==> src/gfm_pkg.sv <==
package gfm_pkg;
  // pin count and field layout of a pin configuration byte
  localparam int GFM_NPIN = 8;
  localparam int GFM_NREF = 4;
  localparam int GFM_CODE_MSB = 6;
  localparam int GFM_STAT_BIT = 7;
  localparam logic [6:0] GFM_CODE_NONE = 7'h00;

  // register byte offsets
  localparam logic [7:0] GFM_OFF_PIN0 = 8'h00;
  localparam logic [7:0] GFM_OFF_LOOP = 8'h20;
  localparam logic [7:0] GFM_OFF_STOP = 8'h24;
  localparam logic [7:0] GFM_OFF_DIFF = 8'h28;
  localparam logic [7:0] GFM_OFF_SE = 8'h2C;
  localparam logic [7:0] GFM_OFF_MASK = 8'h30;
  localparam logic [7:0] GFM_OFF_EFF = 8'h34;
  localparam logic [7:0] GFM_OFF_PIN_IN = 8'h38;
  localparam logic [7:0] GFM_OFF_PIN_LAST = 8'h1C;

  // status codes with the mode bit stripped
  localparam logic [6:0] GFM_ST_IRQ = 7'h00;
  localparam logic [6:0] GFM_ST_SCM0 = 7'h09;
  localparam logic [6:0] GFM_ST_CFM0 = 7'h0A;
  localparam logic [6:0] GFM_ST_GST0 = 7'h0B;
  localparam logic [6:0] GFM_ST_FAIL0 = 7'h0C;
  localparam logic [6:0] GFM_ST_REF_STEP = 7'h08;

  // effective control functions, lsb first: los, tie, stop, diff, se
  typedef struct packed {
    logic [3:0] se_en;
    logic [7:0] diff_en;
    logic [7:0] stop_clk;
    logic [1:0] tie_clear;
    logic [3:0] ref_los;
  } gfm_eff_t;
  localparam int GFM_NFN = 26;

  // control code for each bit of gfm_eff_t
  localparam logic [6:0] GFM_FN_CODE [GFM_NFN] = '{
    7'h10, 7'h14, 7'h18, 7'h1C,
    7'h20, 7'h28,
    7'h47, 7'h46, 7'h45, 7'h44, 7'h4F, 7'h4E, 7'h4D, 7'h4C,
    7'h60, 7'h62, 7'h64, 7'h66, 7'h68, 7'h6A, 7'h6C, 7'h6E,
    7'h70, 7'h72, 7'h74, 7'h76};

  // software visible configuration, also the one-time image
  typedef struct packed {
    logic [15:0] fail_mask;
    logic [3:0] se_en;
    logic [7:0] diff_en;
    logic [7:0] stop_clk;
    logic [1:0] tie_clear;
    logic [GFM_NPIN-1:0][7:0] pin_cfg;
  } gfm_cfg_t;
  localparam gfm_cfg_t GFM_CFG_RST = '0;

  // reference monitor indicators
  typedef struct packed {
    logic [3:0] guard_soak_timer;
    logic [3:0] coarse_frequency_check;
    logic [3:0] single_cycle_check;
  } gfm_ind_t;
endpackage : gfm_pkg

==> src/gfm_top.sv <==
// The AHB-Lite slave port and the register addresses are this design's own decisions.
`timescale 1ns/1ps
`default_nettype none
module gfm_top
  import gfm_pkg::*;
(
  input wire logic hclk, // system clock
  input wire logic hresetn, // power-on reset, active low
  input wire logic hsel, // slave select
  input wire logic [31:0] haddr, // byte address
  input wire logic [1:0] htrans, // transfer type
  input wire logic hwrite, // write not read
  input wire logic [2:0] hsize, // transfer size
  input wire logic [31:0] hwdata, // write data
  input wire logic hready, // bus ready
  output logic [31:0] hrdata, // read data
  output logic hreadyout, // slave ready
  output logic hresp, // always okay
  input wire gfm_cfg_t otp_image, // one-time configuration image
  input wire logic [GFM_NPIN-1:0] gpio_in, // pin levels
  output logic [GFM_NPIN-1:0] gpio_out, // pin drive values
  output logic [GFM_NPIN-1:0] gpio_oe, // pin drive enables
  input wire logic device_irq, // device interrupt level
  input wire gfm_ind_t ref_ind, // reference monitor indicators
  output gfm_eff_t eff // effective control functions
);

  ////////////////////////////////////////////////////////////////////////////
  // state
  gfm_cfg_t cfg;
  logic loaded;
  logic wr_pend;
  logic [7:0] wr_addr;

  ////////////////////////////////////////////////////////////////////////////
  // returns {drive, level} for a status code
  // every input is an argument, so the calling assign follows its changes
  function automatic logic [1:0] status_sel(
    input logic [6:0] c,
    input logic irq,
    input gfm_ind_t ind,
    input logic [GFM_NREF-1:0] fail
  );
    logic [1:0] r;
    r = 2'b00;
    // pin acts as host interrupt output
    if (c == GFM_ST_IRQ) begin
      r = {1'b1, irq};
    end
    for (int k = 0; k < GFM_NREF; k++) begin
      if (c == GFM_ST_SCM0 + GFM_ST_REF_STEP * 7'(k)) begin
        r = {1'b1, ind.single_cycle_check[k]};
      end
      if (c == GFM_ST_CFM0 + GFM_ST_REF_STEP * 7'(k)) begin
        r = {1'b1, ind.coarse_frequency_check[k]};
      end
      if (c == GFM_ST_GST0 + GFM_ST_REF_STEP * 7'(k)) begin
        r = {1'b1, ind.guard_soak_timer[k]};
      end
      if (c == GFM_ST_FAIL0 + GFM_ST_REF_STEP * 7'(k)) begin
        r = {1'b1, fail[k]};
      end
    end
    return r;
  endfunction : status_sel

  ////////////////////////////////////////////////////////////////////////////
  // per-pin control decode
  logic [GFM_NFN-1:0] pin_hit [GFM_NPIN];
  logic [GFM_NPIN-1:0] st_valid;
  logic [GFM_NPIN-1:0] st_val;
  logic [GFM_NREF-1:0] ref_fail;
  gfm_eff_t pin_eff;

  genvar gi, gb;
  generate
    for (gi = 0; gi < GFM_NPIN; gi++) begin : g_pin
      wire [6:0] code = cfg.pin_cfg[gi][GFM_CODE_MSB:0];
      wire ctl_mode = !cfg.pin_cfg[gi][GFM_STAT_BIT];
      for (gb = 0; gb < GFM_NFN; gb++) begin : g_fn
        // only listed codes hit, others inert
        assign pin_hit[gi][gb] = ctl_mode && (code == GFM_FN_CODE[gb]) && gpio_in[gi];
      end
      assign {st_valid[gi], st_val[gi]} =
        !ctl_mode ? status_sel(code, device_irq, ref_ind, ref_fail) : 2'b00;
    end
  endgenerate

  // or every pin's contribution together
  always_comb begin
    logic [GFM_NFN-1:0] acc;
    acc = '0;
    for (int i = 0; i < GFM_NPIN; i++) begin
      acc = acc | pin_hit[i];
    end
    pin_eff = gfm_eff_t'(acc);
  end

  // per-reference failure, each indicator gated by its mask bit
  generate
    for (gi = 0; gi < GFM_NREF; gi++) begin : g_ref
      wire [3:0] ind = {ref_ind.guard_soak_timer[gi], ref_ind.coarse_frequency_check[gi],
                        ref_ind.single_cycle_check[gi], pin_eff.ref_los[gi]};
      assign ref_fail[gi] = |(ind & cfg.fail_mask[4*gi +: 4]);
    end
  endgenerate

  ////////////////////////////////////////////////////////////////////////////
  // effective functions: pin levels or-ed with register bits, except ref_los, which comes from the pins alone
  gfm_eff_t next_eff;
  assign next_eff.ref_los = pin_eff.ref_los;
  assign next_eff.tie_clear = pin_eff.tie_clear | cfg.tie_clear;
  assign next_eff.stop_clk = pin_eff.stop_clk | cfg.stop_clk;
  assign next_eff.diff_en = pin_eff.diff_en | cfg.diff_en;
  assign next_eff.se_en = pin_eff.se_en | cfg.se_en;

  ////////////////////////////////////////////////////////////////////////////
  // bus decode
  wire addr_ph = hsel && hready && htrans[1] && loaded;
  wire [7:0] a_off = {haddr[7:2], 2'b00};
  wire a_hi_ok = (haddr[31:8] == 24'h000000);
  wire a_is_pin = a_hi_ok && (a_off <= GFM_OFF_PIN_LAST);
  wire [2:0] a_pin = a_off[4:2];
  wire [2:0] w_pin = wr_addr[4:2];
  wire w_is_pin = wr_addr <= GFM_OFF_PIN_LAST;

  // read multiplexer, unmapped reads as zero
  logic [31:0] rd_mux;
  always_comb begin
    rd_mux = 32'h00000000;
    if (a_is_pin) begin
      rd_mux = {24'h000000, cfg.pin_cfg[a_pin]};
    end else if (a_hi_ok) begin
      unique case (a_off)
        GFM_OFF_LOOP: rd_mux = {30'h0, cfg.tie_clear};
        GFM_OFF_STOP: rd_mux = {24'h000000, cfg.stop_clk};
        GFM_OFF_DIFF: rd_mux = {24'h000000, cfg.diff_en};
        GFM_OFF_SE: rd_mux = {28'h0000000, cfg.se_en};
        GFM_OFF_MASK: rd_mux = {16'h0000, cfg.fail_mask};
        GFM_OFF_EFF: rd_mux = {6'h0, eff};
        GFM_OFF_PIN_IN: rd_mux = {24'h000000, gpio_in};
        default: rd_mux = 32'h00000000;
      endcase
    end
  end

  // write path into configuration
  gfm_cfg_t next_cfg;
  always_comb begin
    next_cfg = cfg;
    if (!loaded) begin
      next_cfg = otp_image;
    end else if (wr_pend) begin
      if (w_is_pin) begin
        next_cfg.pin_cfg[w_pin] = hwdata[7:0];
      end else begin
        unique case (wr_addr)
          GFM_OFF_LOOP: next_cfg.tie_clear = hwdata[1:0];
          GFM_OFF_STOP: next_cfg.stop_clk = hwdata[7:0];
          GFM_OFF_DIFF: next_cfg.diff_en = hwdata[7:0];
          GFM_OFF_SE: next_cfg.se_en = hwdata[3:0];
          GFM_OFF_MASK: next_cfg.fail_mask = hwdata[15:0];
          default: next_cfg = cfg;
        endcase
      end
    end
  end

  ////////////////////////////////////////////////////////////////////////////
  // configuration resets to plain inputs, then loads
  always_ff @(posedge hclk or negedge hresetn) begin
    if (!hresetn) begin
      cfg <= GFM_CFG_RST;
      loaded <= 1'b0;
    end else begin
      cfg <= next_cfg;
      loaded <= 1'b1;
    end
  end

  // bus phase registers
  always_ff @(posedge hclk or negedge hresetn) begin
    if (!hresetn) begin
      wr_pend <= 1'b0;
      wr_addr <= 8'h00;
      hrdata <= 32'h00000000;
      hreadyout <= 1'b0;
      hresp <= 1'b0;
    end else begin
      wr_pend <= addr_ph && hwrite && a_hi_ok;
      wr_addr <= a_off;
      hrdata <= (addr_ph && !hwrite) ? rd_mux : 32'h00000000;
      hreadyout <= loaded;
      hresp <= 1'b0;
    end
  end

  // registered pin and function outputs
  always_ff @(posedge hclk or negedge hresetn) begin
    if (!hresetn) begin
      gpio_out <= '0;
      gpio_oe <= '0;
      eff <= '0;
    end else begin
      gpio_out <= st_val & st_valid;
      gpio_oe <= st_valid;
      eff <= next_eff;
    end
  end

endmodule : gfm_top
`default_nettype wire

==> config.mk <==
export PLATFORM = sky130hd
export DESIGN_NAME = gfm_top
export DESIGN_NICKNAME = d
export VERILOG_FILES = /design/src/gfm_pkg.sv /design/src/gfm_top.sv
export SDC_FILE = /design/constraint.sdc
export NUM_CORES = 1
export LEC_CHECK = 0
export BUFFER_PORTS_ARGS = -buffer_cell sky130_fd_sc_hd__buf_2
export CAP_MARGIN = 20
export CORE_MARGIN = 1.5
export CORE_UTILIZATION = 40
export DETAILED_ROUTE_END_ITERATION = 8
export GPL_TIMING_DRIVEN = 0
export PLACE_DENSITY = 0.58
export SLEW_MARGIN = 20
export SYNTH_ARGS = -nofsm -noshare
export SYNTH_HDL_FRONTEND = slang
export SYNTH_SLANG_ARGS = --single-unit
==> constraint.sdc <==
create_clock -name hclk -period 4.7 [get_ports hclk]
set_input_delay 0 -clock hclk [delete_from_list [all_inputs] [get_ports hclk]]
set_output_delay 0 -clock hclk [all_outputs]
set_load 0.1 [all_outputs]
==> flow_summary.toml <==
[clock_tree]
cts_tree = "yes"
h-tree-depth = 4
ctsRootBufferMaster = "clkbuf_16"
clockBufferDepth = 2
clkLatencyLatePin_ns = 0.50
cts_sinks = 179
cts_made_buffers = 17
clk_pin_slew_ns = 0.08

[pwr]
p_int_mw = 2.95
irDropWorstVdd_mv = 0.309
p_per_area_nw_per_um2 = 295
power_switching_mw = 2.11
power.total_mw = 5.06
combPwrFrac_pct = 32.3
p_clk_share_pct = 32.4
p_sw_share_pct = 41.7
power_frac_seq_pct = 35.3
leakage_nw = 6.69

[timing]
slew_headroom_pct = 13.1
final_max_slew_viol_count = 0
tns_ns = 0
fin_crit_sh_pct = 87.0
finClkSkew_ns = 0.0203
clock.fmax_mhz = 245
rsz0062_at_grt = "false"
fin_crit_ns = 4.09
setup-violations-final = 0
tightestPinTransition_ns = 1.30
hold_violations = 0

[final_layout]
nFillCells = 3018
nets = 2243
mostFrequentLayoutCells = "241 x buf_2, 211 x nor2_1, 179 x dfrtp_1"
drive_gt1_share_pct = 17.4
area_delta_synth_final_pct = 28.4
final_common_cell = "buf_2"

[critical_path]
cp-start-kind = "register"
rrSetupSlack_ns = 0.61
critPathKind = "register to register"
endpoint_kind = "register"
cp.arrival_ns = 4.46
cp_cell_sequence = "clkbuf_1 -> nor4b_1 -> nand2_1 -> o22ai_1 -> o41ai_2 -> nand2_1 -> a21oi_1 -> a2111oi_2"
cp_max_fo = 9
worst_path_most_repeated_cell = "nand2_1"
required_ns = 5.07
crit_path_top_delay_cell = "nor4b_1"
reg2reg_depth = 8
slowest_delay_ns = 0.81

[hold_path]
hp-class = "input pin to register"
whs_path_depth = 5

[placement]
place.port_buffers = 234
routabilityCongestion = 1.09
dp_hpwl_mm = 62.1

[routing]
drcViolationCount = 0
wirelength_mm = 84.7
vias = 16760
drt-initial-drc-count = 2802
viasPerCell = 6.69
ant_nets = 0
avgRoutedWirePerCell_um = 33.8
dr.pass1.iters = 8

[die]
die_h_um = 186
start_util_pct = 40.9
io_pins = 273
dieArea_um2 = 34500
die-width_um = 186
coreArea_um2 = 32700
num_rows = 66

[status]
status = "finished, final reports clean"

[global_route]
grt_usage_pct = 48.9
grt_pass1_vias = 15965
grt_pass1_wl_mm = 116
gr-total-overflow = 0
antenna_found_initial = 8
grt_max_degree = 101

[yosys]
avgSynthCellArea_um2 = 8.07
yosysSeqAreaShare_pct = 33.5
syn-instance-count = 1655
synth-simple-area-share_pct = 26.8
ys_warn_count = 0
synth_top_family_by_area = "simple AND/OR/NAND/NOR gates"
ys_ff_latch = 179
yosys-mux-area-fraction_pct = 11.3
netlist_area_um2 = 13400
yosysUniqueCellTypes = 77
synth_fa_ha_area_share_pct = 0
synth-xor-area-share_pct = 0.787
synth_ff_type = "dfrtp_1"
synth_area_leaders = "dfrtp_1 34%, mux2i_1 7.3%, nor2_1 6.0%"
synth_edf_count = 0
synth_top_area_share_pct = 33.5
yosys.area.top_type = "dfrtp_1"
ys_async_sr_fraction_pct = 100
synth_compound_area_share_pct = 22.1

[run]
max_cap_viol_count = 0
-- stage by stage --
| stage | utilization (%) | hold WS, ns | cells | instance area, um2 | setup slack, ns |
|---|---|---|---|---|---|
| after global routing | 52.4 | 0.106 | 2502 | 17100 | 0.650 |
| after detailed placement | 46.6 | 0.0396 | 2342 | 15200 | 1.05 |
| final | 52.5 | 0.0612 | 2507 | 17200 | 0.611 |
| after global placement | 46.2 | 0.128 | 2337 | 15100 | 0.314 |
| after CTS | 52.4 | 0.0395 | 2501 | 17100 | 1.02 |
| after floorplan | - | -0.296 | 1661 | 13400 | 2.34 |
-- metal layers --
metal | up-vias | track usage [%] | wire (um)
li1 | 6898 | - | -
met2 | 1500 | 71.4 | 35100
met1 | 8008 | 60.6 | 31800
met3 | 348 | 19.2 | 11600
met5 | - | 1.33 | 81
met4 | 6 | 28.9 | 6010
-- Yosys cell counts, drive strengths merged, types with 30 or more instances --
master and number:
a21oi 137, clkbuf 139, nand2b 34, o22ai 46, a22oi 30, mux2i 98, o21ai 48, nand3 45
nand2 135, nor4 41, nor3 51, dfrtp 179, nor2 212, nor2b 59
-- critical path, delay by kind of cell, from the launching register on --
family          cells  cell delay [ns]
flops               1             0.38
simple gates        3             1.94
buf+inv             1             0.24
compound gates      4             1.42
-- power groups by stage --
stage	logic (mW)	registers, mW	clock network, mW
after floorplan	0.705	1.93	0
after global placement	1.43	1.80	0
after detailed placement	1.45	1.80	0
after CTS	1.55	1.77	1.62
after global routing	1.68	1.79	1.68
final	1.64	1.79	1.64
-- path summary, 6_finish.rpt --
kind                               end        from
hold / removal               hrdata[0]  gpio_in[0]
min in group asynchronous      cfg[33]     hresetn
setup / recovery           gpio_out[0]     cfg[24]
setup reg to reg           gpio_out[0]     cfg[24]
hold reg to reg              hreadyout      loaded
max in group asynchronous       cfg[0]     hresetn
-- timing repair --
item                      4_1_cts  5_1_grt
gates resized for setup         0        0
hold endpoints to repair      188        0
hold buffers                  127        0
buffers inserted                0        0
-- cells by family (layout without fill, tap and decap cells) --
kind of cell	count (synthesis)	count (layout)
AOI/OAI and AO/OA	440	440
xor gates and xnor gates	12	12
buffers and inverters	184	582
DFF	179	179
muxes	129	129
other	2	14
and+or+nand+nor	709	709
-- sequential cells by signal, summed over array words and instances, names as in the netlist --
register   flops
wr_addr        6
gpio_oe        8
loaded         1
hrdata        26
eff           26
cfg          102
hreadyout      1
gpio_out       8
wr_pend        1
-- final cells by class --
cell class,instances,area (um2),share of cell area (%)
Antenna cell,6,15.0,0.0875
Tap cell,442,553,3.22
Clock inverter,15,210,1.22
Clock buffer,17,425,2.48
Buffer,158,644,3.76
Multi-Input combinational cell,1298,8230,48.0
Timing Repair Buffer,366,2510,14.6
Sequential cell,179,4480,26.1
Inverter,26,97.6,0.569
No activity file was read; power rests on OpenSTA's default activity.
